File: src/logic/one_shot_consts.vh
// Purpose: Shared constants for the two-input one-shot pulse timer
// Assumes: Word-indexed register port, 16-bit data
// Notes:   Offsets are register indices on the plain register port
`ifndef ONE_SHOT_CONSTS_VH
`define ONE_SHOT_CONSTS_VH

// Counter, data and address widths of the 16-bit product
`define DATA_W            16
`define ADDR_W            4

// Register indices
`define REG_CHAN_CTRL     4'h0
`define REG_MASTER_MODE   4'h1
`define REG_SLAVE_MODE    4'h2
`define REG_MASTER_DELAY  4'h3
`define REG_SLAVE_CAPTURE 4'h4
`define REG_MASTER_COUNT  4'h5
`define REG_SLAVE_COUNT   4'h6
`define REG_SLAVE_STATUS  4'h7
`define REG_OUTPUT_CTRL   4'h8
`define REG_PRESCALER     4'h9
`define REG_PERIPH_EN     4'hA

// Channel control fields (write: trigger bits, read: enable status)
`define CTRL_MASTER_START 0
`define CTRL_SLAVE_START  1
`define CTRL_MASTER_STOP  2
`define CTRL_SLAVE_STOP   3

// Channel mode fields
`define MODE_EDGE_LSB     0
`define MODE_EDGE_MSB     1
`define MODE_CLK_SEL      2

// Output control fields
`define OUT_ENABLE        0
`define OUT_POLARITY      1
`define OUT_SW_LEVEL      2
`define OUT_MODE_MASTER   3
`define OUT_MODE_SLAVE    4
`define OUT_SW_MASTER     5

// Prescaler fields
`define PRE_A_LSB         0
`define PRE_A_MSB         3
`define PRE_B_LSB         4
`define PRE_B_MSB         7

// Status fields
`define STATUS_OVERFLOW   0

// Edge select codes
`define EDGE_FALLING      2'h0
`define EDGE_RISING       2'h1
`define EDGE_BOTH         2'h2

// Counter values
`define COUNT_ZERO        16'h0000
`define COUNT_FULL        16'hFFFF

`endif

File: src/logic/trigger_edge_detect.v
// Purpose: Synchronise a trigger pin and detect its valid edge
// Assumes: Sample strobe is one clk wide at the operating clock rate
// Notes:   Edge reported only in the clk after a sample strobe
`timescale 1ns/100ps
`default_nettype none
`include "one_shot_consts.vh"

module trigger_edge_detect (
  input  wire       clk,
  input  wire       rst_sync_b,
  input  wire       pin,
  input  wire       sample,
  input  wire [1:0] edge_select,
  output wire       valid_edge
);

  reg sync_a;
  reg sync_b;
  reg sampled;
  reg prev;

  always @(posedge clk or negedge rst_sync_b) begin
    if (!rst_sync_b) begin
      sync_a  <= 1'b0;
      sync_b  <= 1'b0;
      sampled <= 1'b0;
      prev    <= 1'b0;
    end else begin
      sync_a <= pin;
      sync_b <= sync_a;
      if (sample) begin
        sampled <= sync_b;
        prev    <= sampled;
      end
    end
  end

  wire rise = sampled & ~prev;
  wire fall = ~sampled & prev;

  // One clk after the sample strobe, once prev and sampled have updated
  reg pend;
  always @(posedge clk or negedge rst_sync_b) begin
    if (!rst_sync_b) begin
      pend <= 1'b0;
    end else begin
      pend <= sample;
    end
  end

  assign valid_edge = pend & ((edge_select == `EDGE_FALLING) ? fall :
                              (edge_select == `EDGE_RISING)  ? rise :
                              (rise | fall));

endmodule // trigger_edge_detect
`default_nettype wire

File: src/logic/two_input_one_shot_pulse_timer.v
// Purpose: Two-channel input timer making a delayed one-shot pulse
// Assumes: Master channel and slave channel 3 of a 16-bit timer array unit
// Notes:   Count clock is the selected prescaled operating clock
//
// Notes on behaviour
// - Output delay is master delay value plus 2 count clock periods.
// - Pulse width is captured value plus 1, plus 10000H on overflow.
// - Both trigger pins are sampled with the selected operating clock.
// - Only 16-bit; master is channel 0 or 2, slave channel 3.
// - Start edge loads master delay into master counter, counting down.
// - At 0000H master raises interrupt, awaits trigger; pulse goes active one count clock later.
// - After expiry master counter holds FFFFH until a new start.
// - End edge captures slave count, clears counter, interrupts, goes inactive.
// - Master expiry clears slave counter, which then counts up.
// - Each capture sets overflow flag if counter wrapped, else clears it.
// - Two or more wraps also set the overflow flag.
// - Software master start bit acts as a start trigger while the master is enabled.
// - Stop self-clears, clears enables; counters and output hold.
// - Slave counter, capture, status and master counter readable whenever the unit is enabled.
// - Peripheral enable low stops clock, blocks access, resets registers.
// - Output enable high: events drive pin; low: software level shown.
// - Slave polarity bit: 0 active-high, 1 active-low.
// - Clock select picks prescaled clock a or b; slave follows master.
// - While stopped, output writes that keep enable high and keep polarity do not change the pin.
`timescale 1ns/100ps
`default_nettype none
`include "one_shot_consts.vh"

module two_input_one_shot_pulse_timer #(
  parameter MASTER_CHANNEL = 0
) (
  input  wire                 clk,
  input  wire                 rst_b,
  input  wire [`ADDR_W-1:0]   addr,
  input  wire [`DATA_W-1:0]   wdata,
  input  wire                 wr,
  input  wire                 rd,
  output reg  [`DATA_W-1:0]   rdata,
  input  wire                 start_trigger_input,
  input  wire                 end_trigger_input,
  output reg                  pulse_output_pin,
  output reg                  master_output_pin,
  output reg                  master_expiry_irq,
  output reg                  slave_capture_irq
);

  // Master sequence states
  localparam ST_STOPPED = 2'h0;
  localparam ST_WAIT    = 2'h1;
  localparam ST_COUNT   = 2'h2;

  // Reset release
  reg rst_meta_b;
  reg rst_sync_b;
  always @(posedge clk or negedge rst_b) begin
    if (!rst_b) begin
      rst_meta_b <= 1'b0;
      rst_sync_b <= 1'b0;
    end else begin
      rst_meta_b <= 1'b1;
      rst_sync_b <= rst_meta_b;
    end
  end

  // Prescaler tick: every 2**sel clk cycles
  function prescale_tick;
    input [`DATA_W-1:0] cnt;
    input [3:0]         sel;
    reg   [`DATA_W-1:0] mask;
    begin
      mask = (16'h0001 << sel) - 16'h0001;
      prescale_tick = ((cnt & mask) == mask);
    end
  endfunction

  reg                  unit_clock_gate_bit;
  reg  [`DATA_W-1:0]   prescaler_count;
  reg  [7:0]           prescaler_select_reg;
  reg  [2:0]           master_mode_reg;
  reg  [1:0]           slave_edge_select;
  reg  [`DATA_W-1:0]   master_delay_value;
  reg  [`DATA_W-1:0]   slave_capture_value;
  reg  [`DATA_W-1:0]   master_counter;
  reg  [`DATA_W-1:0]   slave_counter;
  reg                  overflow_flag;
  reg                  overflow_seen;
  reg  [1:0]           channel_enable_status;
  reg  [5:0]           output_ctrl;
  reg  [1:0]           master_state;
  reg                  slave_armed;
  reg                  slave_active_pend;
  reg                  pulse_active;

  // Unit disabled: writes and reads other than the peripheral enable are refused
  wire wr_ok = wr & unit_clock_gate_bit;
  wire rd_ok = rd & unit_clock_gate_bit;

  wire prescaled_clock_a = prescale_tick(prescaler_count,
    prescaler_select_reg[`PRE_A_MSB:`PRE_A_LSB]);
  wire prescaled_clock_b = prescale_tick(prescaler_count,
    prescaler_select_reg[`PRE_B_MSB:`PRE_B_LSB]);
  wire channel_clock_select = master_mode_reg[`MODE_CLK_SEL];
  // Slave shares the master's operating clock
  wire count_tick = unit_clock_gate_bit &
    (channel_clock_select ? prescaled_clock_b : prescaled_clock_a);

  wire start_edge;
  wire end_edge;

  trigger_edge_detect start_detect (
    .clk         (clk),
    .rst_sync_b  (rst_sync_b),
    .pin         (start_trigger_input),
    .sample      (count_tick),
    .edge_select (master_mode_reg[`MODE_EDGE_MSB:`MODE_EDGE_LSB]),
    .valid_edge  (start_edge)
  );

  trigger_edge_detect end_detect (
    .clk         (clk),
    .rst_sync_b  (rst_sync_b),
    .pin         (end_trigger_input),
    .sample      (count_tick),
    .edge_select (slave_edge_select),
    .valid_edge  (end_edge)
  );

  wire ctrl_wr     = wr_ok & (addr == `REG_CHAN_CTRL);
  wire sw_start_m  = ctrl_wr & wdata[`CTRL_MASTER_START];
  wire sw_start_s  = ctrl_wr & wdata[`CTRL_SLAVE_START];
  wire sw_stop_m   = ctrl_wr & wdata[`CTRL_MASTER_STOP];
  wire sw_stop_s   = ctrl_wr & wdata[`CTRL_SLAVE_STOP];
  wire master_run  = channel_enable_status[0];
  wire slave_run   = channel_enable_status[1];
  // Software start while already enabled counts as a start trigger
  wire master_trig = master_run & (start_edge | sw_start_m);
  // Expiry happens only on a count tick
  wire master_fire = master_run & (master_state == ST_COUNT) & count_tick &
                     (master_counter == `COUNT_ZERO);
  wire slave_capture = slave_run & slave_armed & end_edge;

  // Prescaler and peripheral enable
  always @(posedge clk or negedge rst_sync_b) begin
    if (!rst_sync_b) begin
      unit_clock_gate_bit <= 1'b0;
      prescaler_count     <= 16'h0000;
    end else begin
      if (wr && addr == `REG_PERIPH_EN) begin
        unit_clock_gate_bit <= wdata[0];
      end
      if (unit_clock_gate_bit) begin
        prescaler_count <= prescaler_count + 16'h0001;
      end else begin
        prescaler_count <= 16'h0000;
      end
    end
  end

  // Software-written configuration
  always @(posedge clk or negedge rst_sync_b) begin
    if (!rst_sync_b) begin
      prescaler_select_reg <= 8'h00;
      master_mode_reg      <= 3'h0;
      slave_edge_select    <= 2'h0;
      master_delay_value   <= 16'h0000;
      output_ctrl          <= 6'h00;
    end else if (!unit_clock_gate_bit) begin
      prescaler_select_reg <= 8'h00;
      master_mode_reg      <= 3'h0;
      slave_edge_select    <= 2'h0;
      master_delay_value   <= 16'h0000;
      output_ctrl          <= 6'h00;
    end else if (wr_ok) begin
      case (addr)
        `REG_PRESCALER:    prescaler_select_reg <= wdata[7:0];
        `REG_MASTER_MODE:  master_mode_reg      <= wdata[2:0];
        `REG_SLAVE_MODE:   slave_edge_select    <= wdata[`MODE_EDGE_MSB:`MODE_EDGE_LSB];
        `REG_MASTER_DELAY: master_delay_value   <= wdata;
        `REG_OUTPUT_CTRL:  output_ctrl          <= wdata[5:0];
        default: begin
        end
      endcase
    end
  end

  // Channel enables and master sequence
  always @(posedge clk or negedge rst_sync_b) begin
    if (!rst_sync_b) begin
      channel_enable_status <= 2'h0;
      master_state          <= ST_STOPPED;
      master_counter        <= 16'h0000;
      master_expiry_irq     <= 1'b0;
    end else if (!unit_clock_gate_bit) begin
      channel_enable_status <= 2'h0;
      master_state          <= ST_STOPPED;
      master_counter        <= 16'h0000;
      master_expiry_irq     <= 1'b0;
    end else begin
      master_expiry_irq <= master_fire;
      // Start wins over stop in the enable bits when both are written; a waiting or counting master still stops
      if (sw_start_m) begin
        channel_enable_status[0] <= 1'b1;
      end else if (sw_stop_m) begin
        channel_enable_status[0] <= 1'b0;
      end
      if (sw_start_s) begin
        channel_enable_status[1] <= 1'b1;
      end else if (sw_stop_s) begin
        channel_enable_status[1] <= 1'b0;
      end
      case (master_state)
        ST_STOPPED: begin
          if (sw_start_m) begin
            master_state <= ST_WAIT;
          end
        end
        ST_WAIT: begin
          if (sw_stop_m) begin
            master_state <= ST_STOPPED;
          end else if (master_trig) begin
            master_counter <= master_delay_value;
            master_state   <= ST_COUNT;
          end
        end
        ST_COUNT: begin
          if (sw_stop_m) begin
            master_state <= ST_STOPPED;
          end else if (master_trig) begin
            master_counter <= master_delay_value;
          end else if (master_fire) begin
            master_counter <= `COUNT_FULL;
            master_state   <= ST_WAIT;
          end else if (count_tick) begin
            master_counter <= master_counter - 16'h0001;
          end
        end
        default: begin
          master_state <= ST_STOPPED;
        end
      endcase
    end
  end

  // Slave capture channel
  always @(posedge clk or negedge rst_sync_b) begin
    if (!rst_sync_b) begin
      slave_counter       <= 16'h0000;
      slave_capture_value <= 16'h0000;
      overflow_flag       <= 1'b0;
      overflow_seen       <= 1'b0;
      slave_armed         <= 1'b0;
      slave_active_pend   <= 1'b0;
      pulse_active        <= 1'b0;
      slave_capture_irq   <= 1'b0;
    end else if (!unit_clock_gate_bit) begin
      slave_counter       <= 16'h0000;
      slave_capture_value <= 16'h0000;
      overflow_flag       <= 1'b0;
      overflow_seen       <= 1'b0;
      slave_armed         <= 1'b0;
      slave_active_pend   <= 1'b0;
      pulse_active        <= 1'b0;
      slave_capture_irq   <= 1'b0;
    end else begin
      slave_capture_irq <= slave_capture;
      if (slave_run) begin
        // Capture wins over a same-cycle expiry
        if (slave_capture) begin
          slave_capture_value <= slave_counter;
          slave_counter       <= `COUNT_ZERO;
          overflow_flag       <= overflow_seen;
          overflow_seen       <= 1'b0;
          slave_armed         <= 1'b0;
          slave_active_pend   <= 1'b0;
          pulse_active        <= 1'b0;
        end else if (master_fire) begin
          slave_counter     <= `COUNT_ZERO;
          overflow_seen     <= 1'b0;
          slave_armed       <= 1'b1;
          slave_active_pend <= 1'b1;
        end else if (count_tick && slave_active_pend) begin
          // Active one count clock after the master interrupt
          slave_active_pend <= 1'b0;
          pulse_active      <= 1'b1;
        end else if (count_tick && slave_armed) begin
          slave_counter <= slave_counter + 16'h0001;
          if (slave_counter == `COUNT_FULL) begin
            overflow_seen <= 1'b1;
          end
        end
      end
    end
  end

  // Pin drive: event level or software level
  wire output_enable_bit   = output_ctrl[`OUT_ENABLE];
  wire output_polarity_bit = output_ctrl[`OUT_POLARITY];
  always @(posedge clk or negedge rst_sync_b) begin
    if (!rst_sync_b) begin
      pulse_output_pin  <= 1'b0;
      master_output_pin <= 1'b0;
    end else begin
      // Master polarity has no effect in master output mode
      master_output_pin <= output_ctrl[`OUT_SW_MASTER];
      if (output_enable_bit) begin
        // Stopped channels raise no events, so the level holds
        pulse_output_pin <= pulse_active ^ output_polarity_bit;
      end else begin
        pulse_output_pin <= output_ctrl[`OUT_SW_LEVEL];
      end
    end
  end

  // Read port, data one cycle after the strobe
  always @(posedge clk or negedge rst_sync_b) begin
    if (!rst_sync_b) begin
      rdata <= 16'h0000;
    end else if (rd && addr == `REG_PERIPH_EN) begin
      rdata <= {15'h0000, unit_clock_gate_bit};
    end else if (rd_ok) begin
      case (addr)
        `REG_CHAN_CTRL:     rdata <= {14'h0000, channel_enable_status};
        `REG_MASTER_MODE:   rdata <= {13'h0000, master_mode_reg};
        `REG_SLAVE_MODE:    rdata <= {13'h0000, channel_clock_select, slave_edge_select};
        `REG_MASTER_DELAY:  rdata <= master_delay_value;
        `REG_SLAVE_CAPTURE: rdata <= slave_capture_value;
        `REG_MASTER_COUNT:  rdata <= master_counter;
        `REG_SLAVE_COUNT:   rdata <= slave_counter;
        `REG_SLAVE_STATUS:  rdata <= {15'h0000, overflow_flag};
        `REG_OUTPUT_CTRL:   rdata <= {10'h000, output_ctrl};
        `REG_PRESCALER:     rdata <= {8'h00, prescaler_select_reg};
        default:            rdata <= 16'h0000;
      endcase
    end else begin
      rdata <= 16'h0000;
    end
  end

endmodule // two_input_one_shot_pulse_timer
`default_nettype wire

File: config.mk
export PLATFORM = sky130hd
export DESIGN_NAME = two_input_one_shot_pulse_timer
export DESIGN_NICKNAME = d
export VERILOG_FILES = /design/src/logic/trigger_edge_detect.v /design/src/logic/two_input_one_shot_pulse_timer.v
export VERILOG_INCLUDE_DIRS = /design/src /design/src/logic
export SDC_FILE = /design/constraint.sdc
export NUM_CORES = 1
export LEC_CHECK = 0
export ABC_AREA = 1
export BUFFER_PORTS_ARGS = -buffer_cell sky130_fd_sc_hd__buf_2
export CAP_MARGIN = 20
export CORE_MARGIN = 2
export CORE_UTILIZATION = 44
export DETAILED_ROUTE_END_ITERATION = 10
export PLACE_DENSITY = 0.65
export SKIP_CTS_REPAIR_TIMING = 1
export SLEW_MARGIN = 20
export SYNTH_ARGS = -nofsm -noshare
export SYNTH_HDL_FRONTEND = slang
export SYNTH_SLANG_ARGS = --single-unit
File: constraint.sdc
create_clock -name clk -period 13 [get_ports clk]
set_input_delay 0.65 -clock clk [delete_from_list [all_inputs] [get_ports clk]]
set_output_delay 0.65 -clock clk [all_outputs]
set_load 0.03 [all_outputs]
==> flow_summary.json <==
{
  "initial_core_util_pct": 44.5,
  "power_leakage_nw": 4.16,
  "swShare_pct": 39.4,
  "yosysSeqAreaShare_pct": 45.6,
  "syn_area_um2": 7620,
  "antenna_cells": 0,
  "via_count": 7175,
  "setup_tns_ns": 0,
  "seqPwrFrac_pct": 35.6,
  "rows": 48,
  "max_freq_mhz": 307,
  "die_area_um2": 18400,
  "syn_to_final_growth_pct": 14.4,
  "clockBufferDepth": 2,
  "drv_slew": 0,
  "wl_per_cell_um": 17.5,
  "setup-violations-final": 0,
  "clkSlewWorstSetupHoldPaths_ns": 0.06,
  "met2_length_um": 10700,
  "synthCells": 1005,
  "dp_slack_ns": 9.79,
  "cts_num_sinks": 139,
  "numCtsBuffers": 17,
  "maxCapViolations": 0,
  "syn-num-nets": 1040,
  "cts_tree": "done",
  "layout_setup_ws_ns": 9.74,
  "drive_gt1_share_pct": 11.0,
  "r2r-start": "unit_clock_gate_bit$_DFFE_PN0P_",
  "hold_viol_final": 0,
  "internal_power_mw": 1.10,
  "synth_cell_types": 44,
  "gp_congestion": 1.01,
  "port_buffers": 45,
  "ir_drop_v": 0.000103,
  "placed_area_um2": 8030,
  "clock_skew_ns": 0.00759,
  "rsz0062_at_grt": "false",
  "startpoint_type": "flop",
  "finalCritPeriodShare_pct": 25.1,
  "power_mw": 1.82,
  "track_usage_pct": 25.9,
  "synth_warnings": 0,
  "drc": 0,
  "status": "finished clean",
  "p_sw_mw": 0.716,
  "die_height_um": 136,
  "dp_hpwl_um": 16300,
  "reg2regPathDepth": 13,
  "ff2ff_setup_slack_ns": 9.74,
  "syn_area_per_cell_um2": 7.59,
  "gr-total-overflow": 0,
  "root_buffer": "clkbuf_16",
  "period_minus_slack_ns": 3.26,
  "die_w_um": 136,
  "final_area_um2": 8720,
  "hold_path_class": "flop to async pin",
  "via_per_inst": 5.59,
  "first_global_vias": 6750,
  "antenna_found_initial": 0,
  "grt_pass1_wl_um": 36300,
  "fp.coreArea_um2": 17100,
  "crit_arrival_ns": 3.60,
  "drtPass1Iterations": 5,
  "power_frac_comb_pct": 33.5,
  "io_pins": 46,
  "cp.required_ns": 13.34,
  "drt-initial-drc-count": 671,
  "htree_levels": 4,
  "wl_met3_um": 1500,
  "highest_layer": "met4",
  "reg2reg_to": "master_counter[3]$_DFFE_PN0P_",
  "ant_nets": 0,
  "wirelength_um": 22500,
  "ys_ff_latch": 139,
  "grt_max_degree": 53,
  "powerDensity_nw_per_um2": 209,
  "fill_cells": 1646,
  "critPathCaptureType": "flop",
  "p_clk_share_pct": 30.9,
  "critical_path_class": "flop to flop",
  "worstSkewPairLatency_ns": 0.43,
  "maxSlewHeadroom_pct": 36.8,
  "routedLengthMet1_um": 9610,
  "max_slew.worst_pin.slew_ns": 0.948,
  "nets": 1081,
  "critPathMaxFanout": 25
}
==> cell usage in the layout (no fill, tap or decap), types with 7 or more instances in the layout <==
cell type,Yosys,final
nor2_2,5,7
nor2_1,106,104
nor4_1,7,7
nand2_1,213,213
clkbuf_16,0,17
xor2_1,16,16
nor3_1,25,25
o211ai_1,7,7
o21ai_0,94,93
ha_1,9,9
buf_2,4,45
a221oi_1,12,12
o22ai_1,27,27
inv_2,11,11
dfrtp_1,139,138
inv_1,126,126
nand4_1,15,15
nand3_1,68,68
nand2_2,8,8
o21ai_1,22,23
a21oi_1,25,25
==> cell type report <==
cell class	instances	area, µm²	area share (%)
inverter	141	529	6.07
clock inverter	11	213	2.44
timing repair buffer	52	280	3.21
multi-input combinational	695	3470	39.8
sequential	139	3480	39.9
clock buffer	21	460	5.28
tap	225	282	3.23
==> worst max path at each step <==
stage,from,to,slack (ns)
detailed placement,addr[3],master_counter[3]$_DFFE_PN0P_,9.79
global placement,end_detect.sampled$_DFFE_PN0N_,slave_counter[7]$_DFFE_PN0P_,9.78
finish,unit_clock_gate_bit$_DFFE_PN0P_,master_counter[3]$_DFFE_PN0P_,9.74
CTS,end_detect.sampled$_DFFE_PN0N_,slave_counter[8]$_DFFE_PN0P_,9.78
global route,unit_clock_gate_bit$_DFFE_PN0P_,master_counter[3]$_DFFE_PN0P_,9.46
floorplan,rst_sync_b$_DFF_PN0_,channel_enable_status[0]$_DFFE_PN0P_,8.84
==> synthesized netlist by cell type (all sizes together) <==
cell,instances,area [µm²]
nand2,223,881
dfrtp,139,3480
inv,137,514
o21ai,116,581
nor2,114,463
nand3,69,350
o22ai,27,169
a21oi,25,125
nor3,25,125
clkbuf,20,75.1
xor2,16,140
nand4,15,93.8
a221oi,12,105
buf,10,72.6
ha,9,113
nor4,7,43.8
o211ai,7,52.6
nand3b,6,45.0
clkinv,4,15.0
or2,4,25.0
a31oi,3,18.8
xnor2,3,26.3
a2111oi,2,17.5
a211oi,2,15.0
a41oi,2,17.5
o21bai,2,15.0
a32o,1,10.0
conb,1,3.75
nor3b,1,7.51
o2111ai,1,8.76
o221ai,1,8.76
o32ai,1,8.76
==> power by group through the flow <==
stage               clock [mW]  combinational, mW  sequential [mW]
global route             0.586              0.689            0.662
CTS                      0.569              0.600            0.645
finish                   0.562              0.609            0.648
detailed placement           0              0.594            0.651
floorplan                    0              0.454            0.623
global placement             0              0.593            0.650
==> through the flow <==
stage	util (%)	instances	hold slack, ns
final	51.0	1284	0.274
after global routing	51.0	1284	0.310
after CTS	50.9	1283	-0.0201
after detailed placement	46.9	1251	0.293
after global placement	46.9	1251	0.292
after floorplan	-	1005	0.331
==> cells by family after synthesis <==
logic type               after synthesis  share of synthesized area (%)
flip-flops                           139                           45.6
XOR/XNOR                              19                           2.18
AO/OA/AOI/OAI                        202                           15.1
AND/OR/NAND/NOR                      464                           26.7
other                                  1                         0.0492
adder cells (fa/ha/maj)                9                           1.48
buffers and inverters                171                           8.88
==> metal layers <==
metal | GRT usage [%] | vias to the layer above
li1 | - | 3410
met1 | 33.7 | 3408
met2 | 42.6 | 311
met3 | 5.72 | 46
met4 | 9.55 | 0
met5 | 0 | -
==> worst max-delay path, stage by stage, from the launching register on <==
cell	delay (ns)
dfrtp_1	0.63
buf_4	0.39
nand2_1	0.13
nor2_1	0.22
nand2_1	0.14
nand2_1	0.09
nand2_1	0.05
inv_1	0.10
nor2_1	0.21
nand3_1	0.17
nand2_2	0.17
nor2_2	0.46
inv_1	0.22
o22ai_1	0.19
(Power assumes the default switching activity.)
